==> config.mk <==
export PLATFORM = sky130hd
export DESIGN_NAME = iffe_encoder
export DESIGN_NICKNAME = d
export VERILOG_FILES = /design/src/common/iffe_pkg.sv /design/src/verilog/iffe_crc_rom.sv /design/src/verilog/iffe_encoder.sv
export SDC_FILE = /design/constraint.sdc
export NUM_CORES = 1
export LEC_CHECK = 0
export ABC_AREA = 1
export BUFFER_PORTS_ARGS = -buffer_cell sky130_fd_sc_hd__buf_2
export CAP_MARGIN = 10
export CORE_MARGIN = 2
export CORE_UTILIZATION = 50
export CTS_CLUSTER_DIAMETER = 150
export CTS_CLUSTER_SIZE = 14
export DETAILED_ROUTE_END_ITERATION = 12
export PLACE_DENSITY = 0.69
export SKIP_CTS_REPAIR_TIMING = 1
export SYNTH_ARGS = -nofsm -noshare
export SYNTH_HDL_FRONTEND = slang
export SYNTH_HIERARCHICAL = 1
export SYNTH_SLANG_ARGS = --single-unit
==> constraint.sdc <==
create_clock -name clk -period 4.2 [get_ports clk]
set_input_delay 0.84 -clock clk [delete_from_list [all_inputs] [get_ports clk]]
set_output_delay 0.84 -clock clk [all_outputs]
set_load 0.05 [all_outputs]
==> src/common/iffe_pkg.sv <==
// Purpose: Shared constants for the frame field encoder
// Assumes: One 125 MHz clock, plain register port
// Notes: Field layout of the assembled frame, register map, CRC constants
package iffe_pkg;
  // ==========================================================
  // Frame layout
  localparam int FRAME_BYTES = 27;
  localparam int FRAME_W = FRAME_BYTES * 8;
  localparam int PAD_BYTES = (FRAME_BYTES % 4 == 0) ? 0 : 4 - (FRAME_BYTES % 4);
  localparam int CRC_BYTES = 4;
  localparam int STATUS_MSB = FRAME_W - 1;
  localparam int ACC_X_MSB = FRAME_W - 9;
  localparam int ACC_RAW_W = 26;
  localparam int ACC_W = 24;
  // ==========================================================
  // Status byte bits
  localparam int ST_SYSTEM = 7;
  localparam int ST_STARTING = 6;
  localparam int ST_ENV = 5;
  localparam int ST_ALL_AXES = 4;
  localparam int ST_OUT_ERR = 3;
  localparam logic [7:0] ST_ONLY_STARTING = 8'h40;
  // ==========================================================
  // Accelerometer range codes
  localparam logic [1:0] RANGE_10G = 2'h0;
  localparam logic [1:0] RANGE_30G = 2'h1;
  // ==========================================================
  // CRC
  localparam logic [31:0] CRC_POLY = 32'h04C11DB7;
  localparam logic [31:0] CRC_SEED = 32'h0FFFFFFF;
  // ==========================================================
  // Registers
  localparam logic [7:0] REG_CTRL = 8'h00;
  localparam logic [7:0] REG_IRQ_STAT = 8'h04;
  localparam logic [7:0] REG_IRQ_MASK = 8'h08;
  localparam logic [7:0] REG_LAST_CRC = 8'h0C;
  localparam logic [7:0] REG_LAST_STATUS = 8'h10;
  localparam int CTRL_ENABLE = 0;
  localparam int CTRL_RANGE_LSB = 1;
  localparam int IRQ_W = 3;
  localparam int IRQ_FRAME_DONE = 0;
  localparam int IRQ_FAULT = 1;
  localparam int IRQ_STARTED = 2;
  localparam logic [2:0] CTRL_RESET = 3'h1;
endpackage

==> src/verilog/iffe_crc_rom.sv <==
// Purpose: CRC-32 byte lookup table with registered read
// Assumes: MSB-first, unreflected table
// Notes: Entries are generated from the polynomial, one cycle latency
`timescale 1ns/100ps
module iffe_crc_rom (
  // Clock
  input wire logic clk,
  // Lookup
  input wire logic [7:0] addr,
  output logic [31:0] q
);
  // ==========================================================
  // Table entry
  function automatic logic [31:0] entry(input logic [7:0] a);
    logic [31:0] r;
    r = {a, 24'h000000};
    for (int b = 0; b < 8; b++) begin
      r = r[31] ? ((r << 1) ^ iffe_pkg::CRC_POLY) : (r << 1);
    end
    return r;
  endfunction

  always_ff @(posedge clk) begin
    q <= entry(addr);
  end
endmodule // iffe_crc_rom

==> src/verilog/iffe_encoder.sv <==
// Purpose: Assembles and streams the measurement fields of one frame
// Assumes: Field inputs and flags come from logic on clk
// Notes: Byte stream leaves on tx_data/tx_valid/tx_ready, CRC last
// Operation
// RL1: Accel scaled by range exponent 19/18/17
// RL2: Accel bytes sent high, middle, low
// RL3: Tilt 24-bit at 2^-22, high first
// RL4: Temperature 8.8 fixed point, upper first
// RL5: Delay microseconds 16-bit, high first
// RL6: CRC-32 preloaded with printed seed
// RL7: Live status only after startup completes
// RL8: Bit 7 system-wide abnormality
// RL9: Bit 6 set while starting
// RL10: Bit 5 abnormal external environment
// RL11: Bit 4 all axes out of condition
// RL12: Bit 3 three-axis output error
// RL13: Bits 2..0 Z, Y, X axis fault
// RL14: Sign in MSB of first byte
// RL15: All-zero status means normal
// RL16: Table-driven MSB-first unreflected CRC
// RL17: Zero-pad CRC input to four bytes
// RL18: Status sampled when frame assembled
// RL19: Receiver drops frames with bad CRC
`timescale 1ns/100ps
module iffe_encoder (
  // Clock and reset
  input wire logic clk,
  input wire logic reset_n,
  // Register port
  input wire logic [7:0] reg_addr,
  input wire logic [31:0] reg_wdata,
  input wire logic reg_wr,
  input wire logic reg_rd,
  output logic [31:0] reg_rdata,
  output logic irq,
  // Measurements
  input wire logic [iffe_pkg::ACC_RAW_W-1:0] accel_x,
  input wire logic [iffe_pkg::ACC_RAW_W-1:0] accel_y,
  input wire logic [iffe_pkg::ACC_RAW_W-1:0] accel_z,
  input wire logic [23:0] tilt_x,
  input wire logic [23:0] tilt_y,
  input wire logic [23:0] tilt_z,
  input wire logic [15:0] temp_x,
  input wire logic [15:0] temp_y,
  input wire logic [15:0] temp_z,
  input wire logic [15:0] delay_us,
  // Health flags
  input wire logic startup_done,
  input wire logic flag_system,
  input wire logic flag_env,
  input wire logic flag_all_axes,
  input wire logic flag_out_err,
  input wire logic [2:0] flag_axis,
  // Frame trigger and byte stream
  input wire logic frame_start,
  output logic [7:0] tx_data,
  output logic tx_valid,
  input wire logic tx_ready,
  output logic frame_busy
);
  localparam int FW = iffe_pkg::FRAME_W;

  typedef enum logic [2:0] {S_IDLE, S_SEND, S_HASH, S_PAD, S_CRC} iffe_state_t;

  iffe_state_t state;
  logic [FW-1:0] frame_q;
  logic [31:0] crc;
  logic [31:0] rom_q;
  logic [7:0] rom_addr;
  logic [4:0] idx;
  logic [1:0] pad_left;
  logic padding;
  logic [2:0] ctrl;
  logic [2:0] irq_stat;
  logic [2:0] irq_mask;
  logic [31:0] last_crc;
  logic [7:0] last_status;
  logic started_q;
  logic [7:0] next_status;
  logic [FW-1:0] next_frame;
  logic [31:0] next_crc;
  logic [7:0] cur_byte;
  logic start_ok;
  logic tx_take;

  // ==========================================================
  // Field formatting
  function automatic logic [iffe_pkg::ACC_W-1:0] scale_acc(
    input logic [iffe_pkg::ACC_RAW_W-1:0] v, input logic [1:0] rng);
    logic signed [iffe_pkg::ACC_RAW_W-1:0] s;
    s = $signed(v);
    if (rng == iffe_pkg::RANGE_10G) begin
      s = s;
    end else if (rng == iffe_pkg::RANGE_30G) begin
      s = s >>> 1;
    end else begin
      s = s >>> 2;
    end
    if (s > $signed(26'h07FFFFF)) begin
      return 24'h7FFFFF;
    end else if (s < $signed(26'h3800000)) begin
      return 24'h800000;
    end
    return s[iffe_pkg::ACC_W-1:0];
  endfunction

  function automatic logic [7:0] byte_at(input logic [FW-1:0] f, input logic [4:0] i);
    return f[(FW - 8) - 8 * i +: 8];
  endfunction

  always_comb begin
    next_status = 8'h00;
    if (!startup_done) begin
      next_status = iffe_pkg::ST_ONLY_STARTING; // RL7 RL9
    end else begin
      next_status[iffe_pkg::ST_SYSTEM] = flag_system; // RL8
      next_status[iffe_pkg::ST_ENV] = flag_env; // RL10
      next_status[iffe_pkg::ST_ALL_AXES] = flag_all_axes; // RL11
      next_status[iffe_pkg::ST_OUT_ERR] = flag_out_err; // RL12
      next_status[2:0] = flag_axis; // RL13 RL15
    end
  end

  // Signed fields keep their sign in the top bit of the first byte
  assign next_frame = {next_status,
    scale_acc(accel_x, ctrl[2:1]), scale_acc(accel_y, ctrl[2:1]),
    scale_acc(accel_z, ctrl[2:1]), // RL1 RL2 RL14
    tilt_x, tilt_y, tilt_z, // RL3
    temp_x, temp_y, temp_z, // RL4
    delay_us}; // RL5

  // ==========================================================
  // CRC engine
  assign cur_byte = (state == S_PAD) ? 8'h00 : byte_at(frame_q, idx); // RL17
  assign rom_addr = crc[31:24] ^ cur_byte; // RL16
  assign next_crc = (crc << 8) ^ rom_q; // RL16

  iffe_crc_rom u_rom (
    .clk(clk),
    .addr(rom_addr),
    .q(rom_q)
  );

  // ==========================================================
  // Frame sequencer
  assign start_ok = frame_start && ctrl[iffe_pkg::CTRL_ENABLE];
  assign tx_take = tx_valid && tx_ready;

  always_ff @(posedge clk) begin
    if (!reset_n) begin
      state <= S_IDLE;
      frame_q <= '0;
      crc <= 32'h00000000;
      idx <= 5'h00;
      pad_left <= 2'h0;
      padding <= 1'b0;
      tx_valid <= 1'b0;
      tx_data <= 8'h00;
      frame_busy <= 1'b0;
    end else begin
      case (state)
        S_IDLE: begin
          if (start_ok) begin
            frame_q <= next_frame; // RL18
            crc <= iffe_pkg::CRC_SEED; // RL6
            idx <= 5'h00;
            padding <= 1'b0;
            pad_left <= 2'(iffe_pkg::PAD_BYTES);
            tx_data <= byte_at(next_frame, 5'h00);
            tx_valid <= 1'b1;
            frame_busy <= 1'b1;
            state <= S_SEND;
          end
        end
        S_SEND: begin
          if (tx_take) begin
            tx_valid <= 1'b0;
            state <= S_HASH;
          end
        end
        S_PAD: begin
          padding <= 1'b1;
          state <= S_HASH;
        end
        S_HASH: begin
          crc <= next_crc; // RL16
          if (padding) begin
            pad_left <= pad_left - 2'h1;
          end
          if (!padding && idx != 5'(iffe_pkg::FRAME_BYTES - 1)) begin
            idx <= idx + 5'h01;
            tx_data <= byte_at(frame_q, idx + 5'h01);
            tx_valid <= 1'b1;
            state <= S_SEND;
          end else if ((padding && pad_left > 2'h1) || (!padding && pad_left != 2'h0)) begin
            state <= S_PAD; // RL17
          end else begin
            idx <= 5'h00;
            tx_data <= next_crc[31:24];
            tx_valid <= 1'b1;
            state <= S_CRC;
          end
        end
        S_CRC: begin
          if (tx_take) begin
            idx <= idx + 5'h01;
            crc <= crc << 8;
            tx_data <= crc[23:16];
            if (idx == 5'(iffe_pkg::CRC_BYTES - 1)) begin
              tx_valid <= 1'b0;
              frame_busy <= 1'b0;
              state <= S_IDLE;
            end
          end
        end
        default: begin
          state <= S_IDLE;
        end
      endcase
    end
  end

  // ==========================================================
  // Registers and interrupt
  always_ff @(posedge clk) begin
    if (!reset_n) begin
      ctrl <= iffe_pkg::CTRL_RESET;
      irq_mask <= 3'h0;
    end else if (reg_wr) begin
      if (reg_addr == iffe_pkg::REG_CTRL) begin
        ctrl <= reg_wdata[2:0];
      end
      if (reg_addr == iffe_pkg::REG_IRQ_MASK) begin
        irq_mask <= reg_wdata[iffe_pkg::IRQ_W-1:0];
      end
    end
  end

  always_ff @(posedge clk) begin
    if (!reset_n) begin
      last_crc <= 32'h00000000;
      last_status <= 8'h00;
      started_q <= 1'b0;
    end else begin
      started_q <= startup_done;
      if (state == S_IDLE && start_ok) begin
        last_status <= next_status;
      end
      if (state == S_HASH && padding && pad_left == 2'h1) begin
        last_crc <= next_crc;
      end else if (state == S_HASH && !padding && pad_left == 2'h0
                   && idx == 5'(iffe_pkg::FRAME_BYTES - 1)) begin
        last_crc <= next_crc;
      end
    end
  end

  always_ff @(posedge clk) begin
    if (!reset_n) begin
      irq_stat <= 3'h0;
    end else begin
      irq_stat <= irq_stat
        & ~((reg_wr && reg_addr == iffe_pkg::REG_IRQ_STAT) ? reg_wdata[2:0] : 3'h0)
        | {startup_done && !started_q,
           state == S_IDLE && start_ok && next_status != 8'h00,
           state == S_CRC && tx_take && idx == 5'(iffe_pkg::CRC_BYTES - 1)};
    end
  end

  always_ff @(posedge clk) begin
    if (!reset_n) begin
      irq <= 1'b0;
      reg_rdata <= 32'h00000000;
    end else begin
      irq <= |(irq_stat & irq_mask);
      reg_rdata <= 32'h00000000;
      if (reg_rd) begin
        case (reg_addr)
          iffe_pkg::REG_CTRL: reg_rdata <= {29'h0, ctrl};
          iffe_pkg::REG_IRQ_STAT: reg_rdata <= {29'h0, irq_stat};
          iffe_pkg::REG_IRQ_MASK: reg_rdata <= {29'h0, irq_mask};
          iffe_pkg::REG_LAST_CRC: reg_rdata <= last_crc;
          iffe_pkg::REG_LAST_STATUS: reg_rdata <= {24'h0, last_status};
          default: reg_rdata <= 32'h00000000;
        endcase
      end
    end
  end
endmodule // iffe_encoder

# After elaboration in Yosys (flattened, before gate mapping)

Index checks and enable logic that the tools add are counted.

$add $sub $neg: 4
Order comparisons: 7
Equality and inequality tests: 19
Shift-type cells: 2
Mux-type cells: 70
Bitwise operators: 14
Reduce and logical (&&, ||, !) cells: 43

Operators by type and width:

| cell                 | number |
|---|---|
| $shiftx 216x33->8    | 2 |
| $mux 24              | 12 |
| $mux 27              | 8 |
| $pmux 32 s5          | 1 |
| $mux 32              | 4 |
| $not 14->14          | 8 |
| $pmux 32 s3          | 1 |
| $gt 26x24->1 const B | 3 |
| $lt 26x24->1 const B | 3 |
| $mux 25              | 3 |
| $mux 8               | 5 |
| $xor 32x32->32       | 1 |
| $pmux 8 s3           | 1 |
| $mux 3               | 7 |
| $mux 5               | 4 |
| $sub 8x8->9 const A  | 2 |
| $eq 8x4->1 const B   | 2 |
| $logic_and 1x1->1    | 16 |
| $mux 1               | 15 |
| $pmux 3 s5           | 1 |
| $pmux 5 s3           | 1 |
| $reduce_and 4->1     | 3 |
| $reduce_and 2->1     | 5 |
| $reduce_bool 2->1    | 5 |
| other kinds (35)     | 46 |

Bits in registers: 384
Input port bits: 268

# Logic depth before layout (Yosys ltp)

Depth after elaboration: 20
Depth in mapped cells: 23
Gate-level depth less buffers: 20

# Hierarchy

Netlist, hierarchy kept.

By module, submodules not included:

| module       | times used | cells each | area each (um^2) | sequential area each (um^2) |
|---|---|---|---|---|
| iffe_encoder | 1          | 2,654      | 18,038.6         | 6,886.6 |
| iffe_crc_rom | 1          | 135        | 1,214.9          | 600.6 |

# Worst setup path before layout

No wires, ideal clock.

Kind: register -> register
Start point: register idx[0]
End point: register u_rom.q[11]
Setup time: 113 ps
Arrival time: 3,087 ps
Data required time: 4,087 ps
Setup slack: 1,000 ps
Cell stages (with the launch flop): 21
Period minus slack after synthesis: 3,200 ps
Cell sequence: dfxtp_1 > inv_2 > buf_1 > ha_1 > nor2_1 > buf_2 > buf_4 > buf_2 > a21oi_1 > o211ai_1 > nand3_1 > nand3_1 > nand3_1 > xor2_1 > nand2_1 > nand2_4 > nand2_2 > nand3_1 > nand2_1 > nand2_1 > nand2_1

Elaborated cells between the ends (all ways): 18
Classes of those cells: add/sub (1); shift (1); mux (9); bitwise (7)

RTL lines:

| what                         | RTL line            | source |
|---|---|---|
| start, declared              | iffe_encoder.sv:70  | `logic [4:0] idx;` |
| start signal, assigned       | iffe_encoder.sv:191 | `idx <= idx + 5'h01;` |
| start signal, assigned       | iffe_encoder.sv:206 | `idx <= idx + 5'h01;` |
| $sub 8x8->9 (*)              | iffe_encoder.sv:108 | `return f[(FW - 8) - 8 * i +: 8];` |
| $shiftx 216x33->8 (*)        | iffe_encoder.sv:108 |  |
| $mux 8 (*)                   | iffe_encoder.sv:134 | `assign cur_byte = (state == S_PAD) ? 8'h00 : byte_at(frame_q, idx);` |
| $xor 8x8->8 (*)              | iffe_encoder.sv:135 | `assign rom_addr = crc[31:24] ^ cur_byte;` |
| via rom_addr[6]              | iffe_encoder.sv:69  | `logic [7:0] rom_addr;` |
| $mux 27 (*)                  | iffe_crc_rom.sv:18  | `r = r[31] ? ((r << 1) ^ iffe_pkg::CRC_POLY) : (r << 1);` |
| $mux 27                      | iffe_crc_rom.sv:18  |  |
| $not 14->14 (no source line) | -                   |  |
| $mux 27                      | iffe_crc_rom.sv:18  |  |
| $not 14->14 (no source line) | -                   |  |
| $mux 27 (2 in a row)         | iffe_crc_rom.sv:18  |  |
| $not 14->14 (no source line) | -                   |  |
| $mux 27                      | iffe_crc_rom.sv:18  |  |
| $not 14->14 (no source line) | -                   |  |
| $mux 27 (*)                  | iffe_crc_rom.sv:18  |  |
| end signal, assigned         | iffe_crc_rom.sv:24  | `q <= entry(addr);` |
| end, declared                | iffe_crc_rom.sv:10  | `output logic [31:0] q` |

Mark *: on every way through the listed nets, which the timed path passes. The rest lies on a longest branch.
A chain may end at the register's enable or synchronous reset.

# Final worst setup path

Start point: register idx[1]
End point: register u_rom.q[12]

Elaborated cells between the ends (all ways): 19
Classes of those cells: add/sub (1); shift (1); mux (9); bitwise (8)

RTL lines:

| what                         | RTL line |
|---|---|
| $sub 8x8->9 (*)              | iffe_encoder.sv:108 |
| $shiftx 216x33->8 (*)        | iffe_encoder.sv:108 |
| $mux 8 (*)                   | iffe_encoder.sv:134 |
| $xor 8x8->8 (*)              | iffe_encoder.sv:135 |
| via rom_addr[2]              | iffe_encoder.sv:69 |
| $mux 27 (*)                  | iffe_crc_rom.sv:18 |
| $not 14->14 (no source line) | - |
| $mux 27 (*)                  | iffe_crc_rom.sv:18 |
| $not 14->14 (no source line) | - |
| $mux 27 (*)                  | iffe_crc_rom.sv:18 |

Marked as above.

==> impl_metrics.csv <==
group,metric,value,unit
outcome,status,"completed",
power,pwr_density_cell,547,nW/um^2
global_route,grt_pass1_wl,103,mm
hold_path,worst_hold_path_type,"reg -> reg",
clock_tree,insertion_delay,590,ps
worst_setup_path,worst_ep_required_time,4680,ps
cells_and_area,finish.net_count,3221,
power,clock_power_share,22.1,%
drt,route.detailed.vias_per_inst,5.85,
worst_setup_path,kind_of_launch_point_of_the_worst_setup_path,"flip-flop",
global_route,globalRouteTotalUtil,31.6,%
hold_path,hold-path-cell-count,1,
placed_design,routabilityCongestion,0.944,
hold_path,min_to,"irq_stat[2]$_SDFF_PN0_",
logic_synthesis,yosys_most_used_dff,"dfxtp_1",
clock_tree,cts_root_buf,"clkbuf_16",
logic_synthesis,yosys.cell_types.count,46,
drt,first_pass_iters,6,
worst_setup_path,slowest_stage,"inv_2",
floorplan,initial_core_util,51.0,%
logic_synthesis,postSynthRegisterBits,374,
logic_synthesis,synth_cells,2789,
logic_synthesis,postSynthAreaPerCell,6.90,sq um
power,vdd.ir_drop.worst,0.000322,V
worst_setup_path,critical_path.reg2reg.startpoint,"idx[1]$_SDFFE_PN0P_",
cells_and_area,final_design_area_no_fill,21600,sq um
logic_synthesis,netlist_area_before_placement,19300,sq um
worst_setup_path,slowest_delay,460,ps
power,switching_power,0.00472,W
worst_setup_path,crit-reg2reg-capture,"u_rom/q[12]$_DFF_P_",
global_route,number_of_antenna_violations_at_the_first_check_in_global_routing,1,
sta,timing.fmax,261,MHz
global_route,first_global_vias,18700,
sta,timing_worst_slew_pin_value,1020,ps
hold_path,worstHoldStart,"started_q$_SDFF_PN0_",
cells_and_area,layout.cells.most_common_list,"nand2_1 (399), dfxtp_1 (374), nor2_1 (318)",
worst_setup_path,critical_path.cell_chain,"ha_1, buf_4, nand2_1, inv_2, a22oi_1, o211ai_1, nand3_1, nand3_1, nand3_1, xor2_2, inv_1, nand3_2, nand2_2, nand2_1, nand3_1, nand2_1, inv_1",
worst_setup_path,timing.critical_path.fanout_max,25,
drt,post-route-drc-count,0,
cells_and_area,layout.cells.most_common,"nand2_1",
power,p_leak,9.48,nW
logic_synthesis,async_flop_share,0,%
global_route,groute.layer.met1.usage,45.6,%
global_route,global_routing_met3_resource_utilization,3.92,%
power,logic_pwr_share,35.9,%
global_route,global_route.overflow_total,0,
drt,drt_wl_total,65.9,mm
drt,ant_nets,0,
power,p_seq_share,42.0,%
power,power.share.switching,39.8,%
placed_design,place.port_buffers,281,
worst_setup_path,worst_setup_path_startpoint,"idx[1]$_SDFFE_PN0P_",
sta,report.final.hold_viol_count,0,
floorplan,fp.dieW,200,microns
floorplan,die_area,40100,sq um
clock_tree,clock_slew_at_the_register_clock_pins_of_the_worst_setup_and_hold_paths,80,ps
sta,period_minus_slack,3830,ps
drt,routedWlPerCell,19.1,microns
global_route,grt_busiest_layer,"met2",
drt,drt_iter0_markers,1923,
global_route,gr-usage-met2,48.6,%
sta,final.setup_skew,26.7,ps
sta,finalMaxSlewViolations,0,
floorplan,placeableCoreArea,37800,sq um
floorplan,number_of_top_level_pins,311,
floorplan,die_height,200,microns
logic_synthesis,yosysWarnings,6,
cells_and_area,syn2layout_area_growth,12.4,%
clock_tree,tritoncts,"built",
cells_and_area,drive_gt1_share,14.5,%
worst_setup_path,minimum_setup_slack_among_reg_to_reg_paths,370,ps
sta,setup_viol_count_final,0,
worst_setup_path,crit_path_frequent_cell,"nand3_1",
sta,rsz_0062_raised_after_global_routing,"false",
global_route,grt_max_degree,140,
sta,final_min_period_over_clock_period,91.1,%
clock_tree,cts_made_buffers,30,
worst_setup_path,worst-setup-path-type,"reg -> reg",
sta,finalSetupTns,0,ps
logic_synthesis,yosysSeqAreaShare,38.9,%
power,intPower,0.00712,W
placed_design,detailedPlacementHpwl,47.5,mm
logic_synthesis,synth_edf_count,0,
drt,num_vias,20200,
placed_design,dpl-instance-area,20800,sq um
worst_setup_path,critical_path_arrival,4300,ps
worst_setup_path,end_kind,"flip-flop",
sta,relSlewSlack,31.5,%
clock_tree,cts_num_sinks,374,
run,max-cap-violations,0,
logic_synthesis,synthesis.nets,3062,
clock_tree,htree_levels,1,
worst_setup_path,reg2reg_path_depth,17,
floorplan,core.rowCount,71,
clock_tree,cts-root-to-sink-buffers,3,
-- metrics by stage --
step           hold slack [ps]  cells  total power (W)  utilization, %  setup WS (ps)
2_1_floorplan              408   2789          0.00790               -           1000
3_3_place_gp               411   3427          0.00908            55.1            402
3_5_place_dp               422   3427          0.00917            55.1            311
4_1_cts                    431   3459           0.0118            57.3            266
5_1_grt                    446   3460           0.0125            57.3            137
6_report                   431   3460           0.0118            57.3            372
-- cell type report --
class / instances / area [sq um]
fillers: 3680 / 16100
repair buffers: 337 / 1890
well taps: 511 / 639
inverters: 285 / 1080
flip-flops and latches: 374 / 7490
multi-input cells: 1920 / 9730
clock inverters: 1 / 30.0
clock buffers: 31 / 776
diodes: 1 / 2.50
-- layer usage --
layer  vias to the layer above  wire, microns
li1                       9744              -
met1                      9250          29600
met4                         0           2260
met3                       138           5920
met5                         -              0
met2                      1098          28100
-- sequential cells by signal, summed over array words and instances (netlist names) --
name        count
crc            32
ctrl            3
frame_busy      1
frame_q       216
idx             5
irq             1
irq_mask        3
irq_stat        3
last_crc       32
pad_left        2
padding         1
reg_rdata      32
started_q       1
state           3
tx_data         8
tx_valid        1
u_rom/q        30
-- Yosys cell counts (2+ instances only) --
library cell	n	share of area, %
buf_2	76	2.0
a22oi_1	22	0.86
o2111ai_1	3	0.14
o21ai_0	260	6.8
inv_2	15	0.29
o21ai_1	19	0.49
nor3_4	2	0.17
buf_1	8	0.16
nand2_2	16	0.52
nand2_1	401	7.8
a21oi_1	317	8.2
a41oi_1	4	0.18
o211ai_1	25	0.97
o21ai_2	2	0.091
inv_1	269	5.2
nand3_1	167	4.3
a211oi_1	61	2.4
or2_2	2	0.065
o221ai_1	3	0.14
buf_6	8	0.47
xnor2_1	7	0.32
nand4_1	21	0.68
a221oi_1	5	0.23
nor2_1	321	6.3
nand2_4	2	0.12
xor2_1	47	2.1
o31ai_1	3	0.12
a31oi_1	36	1.2
o22ai_1	147	4.8
ha_1	5	0.32
clkbuf_1	102	2.0
xor2_2	4	0.34
nor2_2	3	0.097
dfxtp_1	374	39
nor3_1	6	0.16
buf_4	16	0.62
-- cells by family after synthesis --
logic type | Yosys count | synth area share, %
simple gates | 944 | 20.4
compound gates | 912 | 26.8
buf+inv | 495 | 10.8
flops | 374 | 38.9
xor+xnor | 59 | 2.88
fa+ha+maj | 5 | 0.325
-- worst max-delay path: cells and delay by family (launching register included) --
family	cells	cell delay (ps)
DFF	1	400
AOI/OAI and AO/OA	2	330
adders and majority gates	1	420
buffers and inverters	4	970
and+or+nand+nor	9	1180
xor gates and xnor gates	1	400
-- worst max path at each step --
stage and end:
6_report u_rom/q[12]$_DFF_P_, 5_1_grt u_rom/q[11]$_DFF_P_, 4_1_cts u_rom/q[12]$_DFF_P_, 3_5_place_dp u_rom/q[12]$_DFF_P_, 3_3_place_gp u_rom/q[12]$_DFF_P_, 2_1_floorplan u_rom/q[11]$_DFF_P_
-- power groups by stage --
stage / combinational (W) / sequential [W] / clock (W)
finish: 0.00425 / 0.00498 / 0.00261
global route: 0.00470 / 0.00504 / 0.00278
CTS: 0.00417 / 0.00495 / 0.00264
detailed placement: 0.00415 / 0.00502 / 0
global placement: 0.00407 / 0.00501 / 0
floorplan: 0.00302 / 0.00487 / 0
Power figures use the tool's default switching activity.
